[src/csel_defines.vh]
// Register offsets, field positions, reset values and timing counts for the clock select block
`ifndef CSEL_DEFINES_VH
`define CSEL_DEFINES_VH

`define CSEL_ADDR_CLK_SELECT 8'hA9
`define CSEL_ADDR_HF_CTRL 8'hB2
`define CSEL_ADDR_HF_TRIM 8'hB3

`define CSEL_CLK_SELECT_RESET 8'h00
`define CSEL_HF_CTRL_RESET 8'hC0
`define CSEL_RDATA_RESET 8'h00

`define CSEL_SEL_CORE_LSB 0
`define CSEL_SEL_CORE_MSB 2
`define CSEL_SEL_PIN_SYNC 3
`define CSEL_SEL_USB_LSB 4
`define CSEL_SEL_USB_MSB 6

`define CSEL_CTRL_ENABLE 7
`define CSEL_CTRL_READY 6
`define CSEL_CTRL_SUSPEND 5
`define CSEL_CTRL_DIV_LSB 0
`define CSEL_CTRL_DIV_MSB 1
`define CSEL_TRIM_MSB 6

`define CSEL_CORE_HF_SCALED 3'h0
`define CSEL_CORE_EXT 3'h1
`define CSEL_CORE_HF_DIV2 3'h2
`define CSEL_CORE_HF 3'h3
`define CSEL_CORE_LF_SCALED 3'h4

`define CSEL_USB_HF 3'h0
`define CSEL_USB_HF_DIV8 3'h1
`define CSEL_USB_EXT 3'h2
`define CSEL_USB_EXT_DIV2 3'h3
`define CSEL_USB_EXT_DIV3 3'h4
`define CSEL_USB_EXT_DIV4 3'h5
`define CSEL_USB_LF 3'h6

`define CSEL_DIV_BY8 2'h0
`define CSEL_DIV_BY4 2'h1
`define CSEL_DIV_BY2 2'h2
`define CSEL_DIV_BY1 2'h3

`define CSEL_CLK_PERIOD_NS 40
`define CSEL_HF_SETTLE_NS 200
`define CSEL_HF_SETTLE_CYC ((`CSEL_HF_SETTLE_NS + `CSEL_CLK_PERIOD_NS - 1) / `CSEL_CLK_PERIOD_NS)

`endif

[src/csel_top.v]
// Clock source selection and internal high-frequency oscillator control
`default_nettype none
`include "csel_defines.vh"

module csel_top (
    input wire clk,
    input wire reset_n,
    input wire [7:0] sfr_addr,
    input wire [7:0] sfr_wdata,
    input wire sfr_wr,
    input wire sfr_rd,
    output reg [7:0] sfr_rdata_ff,
    input wire [6:0] factory_trim,
    input wire hf_osc_clk,
    input wire ext_osc_clk,
    input wire lf_osc_clk,
    input wire [1:0] lf_osc_post_divide,
    input wire wake_port0_match,
    input wire wake_port1_match,
    input wire wake_timer3_ovf,
    input wire wake_usb_resume,
    output reg [6:0] hf_osc_trim_ff,
    output wire hf_osc_run,
    output wire core_clock_run,
    output wire core_clock,
    output wire usb_clock,
    output reg pin_clock_ff
);

    // Control state
    reg [2:0] core_clock_source_sel_ff;
    reg [2:0] usb_clk_source_sel_ff;
    reg pin_clock_sync_sel_ff;
    reg hf_osc_enable_ff;
    reg hf_osc_suspend_ff;
    reg [1:0] hf_osc_post_divide_ff;
    reg nxt_suspend;

    // Source synchronisers and edge history
    reg [2:0] src_meta_ff;
    reg [2:0] src_sync_ff;
    reg [2:0] src_prev_ff;

    // Dividers, HF settle timer and pin clock sync
    reg [4:0] hf_cnt_ff;
    reg [1:0] ext_cnt_ff;
    reg [1:0] ext_mod3_ff;
    reg ext_div3_ff;
    reg [2:0] lf_cnt_ff;
    reg [3:0] settle_ff;
    reg hf_osc_ready_flag_ff;
    reg core_sync_ff;

    wire sel_hit;
    wire ctrl_hit;
    wire trim_hit;
    wire hf_rise;
    wire ext_rise;
    wire lf_rise;
    wire wake_any;
    wire hf_wave;
    wire ext_wave;
    wire lf_wave;
    wire core_from_hf;
    wire core_switched;
    reg hf_scaled;
    reg lf_scaled;
    wire [7:0] core_src;
    wire [7:0] usb_src;
    wire [7:0] sel_value;
    wire [7:0] ctrl_value;
    wire [7:0] trim_value;
    wire [7:0] sel_reset;
    wire [7:0] ctrl_reset;

    // Full reset words, sliced per field except the HF post divide
    assign sel_reset = `CSEL_CLK_SELECT_RESET;
    assign ctrl_reset = `CSEL_HF_CTRL_RESET;

    assign sel_hit = (sfr_addr == `CSEL_ADDR_CLK_SELECT);
    assign ctrl_hit = (sfr_addr == `CSEL_ADDR_HF_CTRL);
    assign trim_hit = (sfr_addr == `CSEL_ADDR_HF_TRIM);

    always @(posedge clk) begin
        if (!reset_n) begin
            hf_osc_trim_ff <= factory_trim;
        end else if (sfr_wr && trim_hit) begin
            hf_osc_trim_ff <= sfr_wdata[`CSEL_TRIM_MSB:0];
        end
    end

    always @(posedge clk) begin
        if (!reset_n) begin
            core_clock_source_sel_ff <= sel_reset[`CSEL_SEL_CORE_MSB:`CSEL_SEL_CORE_LSB];
            usb_clk_source_sel_ff <= sel_reset[`CSEL_SEL_USB_MSB:`CSEL_SEL_USB_LSB];
            pin_clock_sync_sel_ff <= sel_reset[`CSEL_SEL_PIN_SYNC];
        end else if (sfr_wr && sel_hit) begin
            core_clock_source_sel_ff <= sfr_wdata[`CSEL_SEL_CORE_MSB:`CSEL_SEL_CORE_LSB];
            usb_clk_source_sel_ff <= sfr_wdata[`CSEL_SEL_USB_MSB:`CSEL_SEL_USB_LSB];
            pin_clock_sync_sel_ff <= sfr_wdata[`CSEL_SEL_PIN_SYNC];
        end
    end

    assign wake_any = wake_port0_match | wake_port1_match | wake_timer3_ovf | wake_usb_resume;

    always @* begin
        nxt_suspend = hf_osc_suspend_ff;
        if (wake_any) begin
            nxt_suspend = 1'b0;
        end
        if (sfr_wr && ctrl_hit && sfr_wdata[`CSEL_CTRL_SUSPEND]) begin
            nxt_suspend = 1'b1;
        end
    end

    always @(posedge clk) begin
        if (!reset_n) begin
            hf_osc_enable_ff <= ctrl_reset[`CSEL_CTRL_ENABLE];
            hf_osc_suspend_ff <= ctrl_reset[`CSEL_CTRL_SUSPEND];
            hf_osc_post_divide_ff <= `CSEL_DIV_BY8;
        end else begin
            hf_osc_suspend_ff <= nxt_suspend;
            if (sfr_wr && ctrl_hit) begin
                hf_osc_enable_ff <= sfr_wdata[`CSEL_CTRL_ENABLE];
                hf_osc_post_divide_ff <= sfr_wdata[`CSEL_CTRL_DIV_MSB:`CSEL_CTRL_DIV_LSB];
            end
        end
    end

    assign hf_osc_run = hf_osc_enable_ff & ~hf_osc_suspend_ff;

    // Oscillator pins cross into clk domain
    always @(posedge clk) begin
        if (!reset_n) begin
            src_meta_ff <= 3'h0;
            src_sync_ff <= 3'h0;
            src_prev_ff <= 3'h0;
        end else begin
            src_meta_ff <= {lf_osc_clk, ext_osc_clk, hf_osc_clk};
            src_sync_ff <= src_meta_ff;
            src_prev_ff <= src_sync_ff;
        end
    end

    assign hf_wave = src_sync_ff[0] & hf_osc_run;
    assign ext_wave = src_sync_ff[1];
    assign lf_wave = src_sync_ff[2];
    assign hf_rise = hf_osc_run & src_sync_ff[0] & ~src_prev_ff[0];
    assign ext_rise = src_sync_ff[1] & ~src_prev_ff[1];
    assign lf_rise = src_sync_ff[2] & ~src_prev_ff[2];

    // Divider chains count source edges
    always @(posedge clk) begin
        if (!reset_n) begin
            hf_cnt_ff <= 5'h00;
            ext_cnt_ff <= 2'h0;
            ext_mod3_ff <= 2'h0;
            ext_div3_ff <= 1'b0;
            lf_cnt_ff <= 3'h0;
        end else begin
            if (hf_rise) begin
                hf_cnt_ff <= hf_cnt_ff + 5'h01;
            end
            if (ext_rise) begin
                ext_cnt_ff <= ext_cnt_ff + 2'h1;
                ext_mod3_ff <= (ext_mod3_ff == 2'h2) ? 2'h0 : ext_mod3_ff + 2'h1;
                ext_div3_ff <= (ext_mod3_ff == 2'h2);
            end
            if (lf_rise) begin
                lf_cnt_ff <= lf_cnt_ff + 3'h1;
            end
        end
    end

    always @* begin
        case (hf_osc_post_divide_ff)
            `CSEL_DIV_BY8: hf_scaled = hf_cnt_ff[4];
            `CSEL_DIV_BY4: hf_scaled = hf_cnt_ff[3];
            `CSEL_DIV_BY2: hf_scaled = hf_cnt_ff[2];
            default: hf_scaled = hf_cnt_ff[1];
        endcase
    end

    always @* begin
        case (lf_osc_post_divide)
            `CSEL_DIV_BY8: lf_scaled = lf_cnt_ff[2];
            `CSEL_DIV_BY4: lf_scaled = lf_cnt_ff[1];
            `CSEL_DIV_BY2: lf_scaled = lf_cnt_ff[0];
            default: lf_scaled = lf_wave;
        endcase
    end

    assign core_src = {3'h0, lf_scaled, hf_wave, hf_cnt_ff[0], ext_wave, hf_scaled};

    assign usb_src = {1'b0, lf_wave, ext_cnt_ff[1], ext_div3_ff, ext_cnt_ff[0], ext_wave,
        hf_cnt_ff[2], hf_wave};

    csel_clk_switch u_core_switch (
        .clk(clk),
        .reset_n(reset_n),
        .sel(core_clock_source_sel_ff),
        .src(core_src),
        .clk_out_ff(core_switched)
    );

    csel_clk_switch u_usb_switch (
        .clk(clk),
        .reset_n(reset_n),
        .sel(usb_clk_source_sel_ff),
        .src(usb_src),
        .clk_out_ff(usb_clock)
    );

    assign core_from_hf = (core_clock_source_sel_ff == `CSEL_CORE_HF_SCALED) ||
        (core_clock_source_sel_ff == `CSEL_CORE_HF_DIV2) ||
        (core_clock_source_sel_ff == `CSEL_CORE_HF);

    assign core_clock_run = ~(hf_osc_suspend_ff & core_from_hf);
    assign core_clock = core_switched & core_clock_run;

    always @(posedge clk) begin
        if (!reset_n) begin
            core_sync_ff <= 1'b0;
            pin_clock_ff <= 1'b0;
        end else begin
            core_sync_ff <= core_clock;
            pin_clock_ff <= pin_clock_sync_sel_ff ? core_sync_ff : core_clock;
        end
    end

    always @(posedge clk) begin
        if (!reset_n) begin
            settle_ff <= 4'h0;
            hf_osc_ready_flag_ff <= 1'b1;
        end else if (!hf_osc_run) begin
            settle_ff <= 4'h0;
            hf_osc_ready_flag_ff <= 1'b0;
        end else if (settle_ff < `CSEL_HF_SETTLE_CYC) begin
            settle_ff <= settle_ff + 4'h1;
            hf_osc_ready_flag_ff <= 1'b0;
        end else begin
            hf_osc_ready_flag_ff <= 1'b1;
        end
    end

    assign sel_value = {1'b0, usb_clk_source_sel_ff, pin_clock_sync_sel_ff,
        core_clock_source_sel_ff};
    assign ctrl_value = {hf_osc_enable_ff, hf_osc_ready_flag_ff, hf_osc_suspend_ff, 3'h0,
        hf_osc_post_divide_ff};
    assign trim_value = {1'b0, hf_osc_trim_ff};

    always @(posedge clk) begin
        if (!reset_n) begin
            sfr_rdata_ff <= `CSEL_RDATA_RESET;
        end else if (sfr_rd) begin
            if (sel_hit) begin
                sfr_rdata_ff <= sel_value;
            end else if (ctrl_hit) begin
                sfr_rdata_ff <= ctrl_value;
            end else if (trim_hit) begin
                sfr_rdata_ff <= trim_value;
            end else begin
                sfr_rdata_ff <= `CSEL_RDATA_RESET;
            end
        end
    end

endmodule // csel_top

`default_nettype wire

[src/csel_clk_switch.v]
// Glitch-free switch between eight clock waveforms
`default_nettype none

module csel_clk_switch (
    input wire clk,
    input wire reset_n,
    input wire [2:0] sel,
    input wire [7:0] src,
    output reg clk_out_ff
);

    localparam ST_FOLLOW = 1'b0;
    localparam ST_WAIT_NEW = 1'b1;

    reg state_ff;
    reg nxt_state;
    reg [2:0] cur_ff;
    reg [2:0] nxt_cur;
    reg nxt_clk_out;

    always @* begin
        nxt_state = state_ff;
        nxt_cur = cur_ff;
        nxt_clk_out = 1'b0;
        case (state_ff)
            ST_FOLLOW: begin
                if (sel != cur_ff && !src[cur_ff]) begin
                    nxt_cur = sel;
                    nxt_state = ST_WAIT_NEW;
                end else begin
                    nxt_clk_out = src[cur_ff];
                end
            end
            default: begin
                nxt_cur = sel;
                if (!src[sel]) begin
                    nxt_state = ST_FOLLOW;
                end
            end
        endcase
    end

    always @(posedge clk) begin
        if (!reset_n) begin
            state_ff <= ST_FOLLOW;
            cur_ff <= 3'h0;
            clk_out_ff <= 1'b0;
        end else begin
            state_ff <= nxt_state;
            cur_ff <= nxt_cur;
            clk_out_ff <= nxt_clk_out;
        end
    end

endmodule // csel_clk_switch

`default_nettype wire

[config.mk]
export PLATFORM = sky130hd
export DESIGN_NAME = csel_top
export DESIGN_NICKNAME = d
export VERILOG_FILES = /design/src/csel_top.v /design/src/csel_clk_switch.v
export VERILOG_INCLUDE_DIRS = /design/src
export SDC_FILE = /design/constraint.sdc
export NUM_CORES = 1
export LEC_CHECK = 0
export ABC_AREA = 1
export ABC_CLOCK_PERIOD_IN_PS = 1700
export BUFFER_PORTS_ARGS = -buffer_cell sky130_fd_sc_hd__buf_2
export CORE_MARGIN = 2
export CORE_UTILIZATION = 50
export CTS_CLUSTER_DIAMETER = 120
export DETAILED_ROUTE_END_ITERATION = 6
export PLACE_DENSITY = 0.78
export SLEW_MARGIN = 20
export SYNTH_ARGS = -nofsm -noshare
export SYNTH_HDL_FRONTEND = slang
export SYNTH_SLANG_ARGS = --single-unit
[constraint.sdc]
create_clock -name clk -period 1.7 [get_ports clk]
set_input_delay 0.34 -clock clk [delete_from_list [all_inputs] [get_ports clk]]
set_output_delay 0.34 -clock clk [all_outputs]
set_load 0.01 [all_outputs]
==> impl_metrics.ini <==
[timing]
min_period_over_period_pct = 95.11
timing.final.hold_violations = 0
worst_slew_pin_slew_ns = 0.3343
setup_tns_ns = 0
finalWorstSetupSlack_ns = 0.08307
final.setup_skew_ns = 0.01019
max_freq_mhz = 618.5
fin_crit_ns = 1.617
holdWs_ns = 0.1761
slew_viol_final = 0
setup_viol = 0
slew_headroom_pct = 77.54

[detailed_routing]
drc = 0
antenna_left = 0
vias = 2764
initialDrtViolationCount = 194
drt-total-wl_um = 7083
dr.pass1.iters = 4
wl_per_cell_um = 13.02
viasPerCell = 5.081

[clocking]
clockBufferDepth = 2
worstSkewPairLatency_ns = 0.35
clkTransAtPathRegs_ns = 0.07
cts_tree = done
clock-sinks = 65
numCtsBuffers = 9
ctsHoldBuffers = 0
cts_max_level = 3
root_buffer = clkbuf_8

[placement]
io_buffers = 55
gp_congestion = 0.8535
dpl.hpwl_um = 5119
postPlaceCellArea_um2 = 3354
place_worst_setup_slack_ns = 0.1668
place_inst = 528

[power_and_ir_drop]
power.switching_mw = 1.269
vdd_drop_max_mv = 0.5416
comb_power_share_pct = 21.7
power.total_mw = 4.150
power.share.clock_pct = 34.9
p_leak_nw = 1.642
seq_power_share_pct = 43.4
p_sw_share_pct = 30.58
p_int_mw = 2.881
power.density_nw_per_um2 = 1159

[synth]
syn-cell-area_um2 = 2989
synth.area.top_cells = dfxtp_1 39%, nand2_1 8.5%, inv_1 8.2%, edfxtp_1 7.0%, o21ai_0 6.7%
ys_types = 34
synth_edf_count = 7
synth_commonest_cells = 68 x nand2_1, 65 x inv_1, 58 x dfxtp_1, 42 x nor2_1, 40 x o21ai_0
synth_top_area_share_pct = 38.84
synthMostInstantiatedCell = nand2_1
yosys_warnings = 0
syn_inst = 402
synth-seq-cells = 65
ys_seq_area_share_pct = 45.88
yosysTopAreaCell = dfxtp_1
avgSynthCellArea_um2 = 7.436
synth_nets = 442
async_reset_ff_share_pct = 0
ys.flop_type = dfxtp_1

[finish]
drive_above_1_share_pct = 21.11
seq_area_um2 = 1373
final_area_um2 = 3582
n_antenna_cell = 0
fill_cells = 536
layoutNonFillerInstCount = 544
multi_input_area_um2 = 1314
fin_nets = 504
fin_util_pct = 61.23
area_delta_synth_final_pct = 19.84

[global_route]
grt_antenna_before_repair = 0
grt_use_total_pct = 23.06
first_global_vias = 2551
grt_max_degree = 31
grt_overflow = 0
grt_first_pass_wirelength_um = 11480

[floorplanning]
rows = 28
io_pins = 56
die_w_um = 81.32
start_util_pct = 51.09
fp.dieH_um = 81.32
core_area_um2 = 5851
die_area_um2 = 6613

[critical_path]
critPathMaxFanout = 5
crit_path_end_kind = output port
crit_required_ns = 1.36
worst_setup_path_start_kind = flip-flop
crit_arrival_ns = 1.28
crit_type = reg -> out

[worst_hold_path]
hold_path_class = in -> reg

[status]
status = completed

[run]
drv_cap = 0
==> cell usage in the layout (no fill, tap or decap), drive strengths merged, types with 2 or more instances in the layout <==
master / netlist / layout
o211ai: 2 / 2
nand4: 6 / 6
xnor2: 3 / 3
a21oi: 40 / 40
o22ai: 4 / 4
nor3: 7 / 7
nand2: 72 / 72
nand3: 18 / 18
inv: 70 / 70
buf: 4 / 61
clkbuf: 6 / 9
dfxtp: 58 / 58
a211oi: 5 / 5
o21ai: 45 / 45
nor2: 44 / 44
bufinv: 0 / 2
nor3b: 2 / 2
edfxtp: 7 / 7
ha: 4 / 4
clkinv: 0 / 4
==> power groups by stage <==
stage	clock network, mW	logic (mW)	registers (mW)
2_1_floorplan	0	0.652	1.83
3_3_place_gp	0	0.852	1.83
3_5_place_dp	0	0.887	1.83
4_1_cts	1.47	0.891	1.80
5_1_grt	1.54	1.01	1.82
6_report	1.45	0.901	1.80
==> final cells by class <==
cell class / count / share of cell area, %
clock buffers: 9 / 3.458
flip-flops and latches: 65 / 38.32
inverters: 70 / 7.335
multi-input cells: 257 / 36.67
repair buffers: 61 / 8.942
well taps: 75 / 2.620
clock inverters: 7 / 2.655
==> final timing paths <==
| check | start | to | cells past startpoint | slack [ns] |
|---|---|---|---|---|
| max reg2reg | hf_osc_suspend_ff | hf_cnt_ff[4] | 10 | 0.25 |
| max | core_clock_source_sel_ff[1] | core_clock | 6 | 0.08 |
| min | hf_osc_clk | src_meta_ff[0] | 3 | 0.18 |
| min reg2reg | src_meta_ff[1] | src_sync_ff[1] | 2 | 0.41 |
==> critical path: stages (launching register included) <==
cell,delay [ns]
dfxtp_2,0.36
inv_1,0.10
nand2_1,0.11
nand3_2,0.11
nand2_2,0.10
inv_1,0.03
buf_2,0.13
==> flip-flops by register name, summed over array words and instances (netlist names), 2 cells and up <==
register                  flops
usb_clk_source_sel_ff         3
ext_mod3_ff                   2
u_core_switch.cur_ff          3
src_meta_ff                   3
src_sync_ff                   3
ext_cnt_ff                    2
core_clock_source_sel_ff      3
hf_osc_post_divide_ff         2
hf_osc_trim_ff                7
settle_ff                     4
lf_cnt_ff                     3
hf_cnt_ff                     5
src_prev_ff                   3
sfr_rdata_ff                  8
u_usb_switch.cur_ff           3
==> layer usage <==
metal | routed length, µm | track usage, % | up-vias
met5 | 0 | 0 | -
met4 | 102 | 10.68 | 0
met3 | 341 | 5.000 | 10
met2 | 3494 | 39.67 | 62
met1 | 3145 | 27.26 | 1268
li1 | - | - | 1424
==> repair_timing <==
item,4_1_cts,5_1_grt
setup buffers,0,0
resized for setup,0,4
endpoints found under the setup margin,0,2
==> logic make-up after synthesis <==
| group | synth area share, % |
|---|---|
| XOR/XNOR | 1.172 |
| buffers and inverters | 10.42 |
| AND/OR/NAND/NOR | 23.27 |
| AO/OA/AOI/OAI | 17.58 |
| flip-flops | 45.88 |
| adder cells (fa/ha/maj) | 1.674 |
Power figures use the tool's default switching activity.
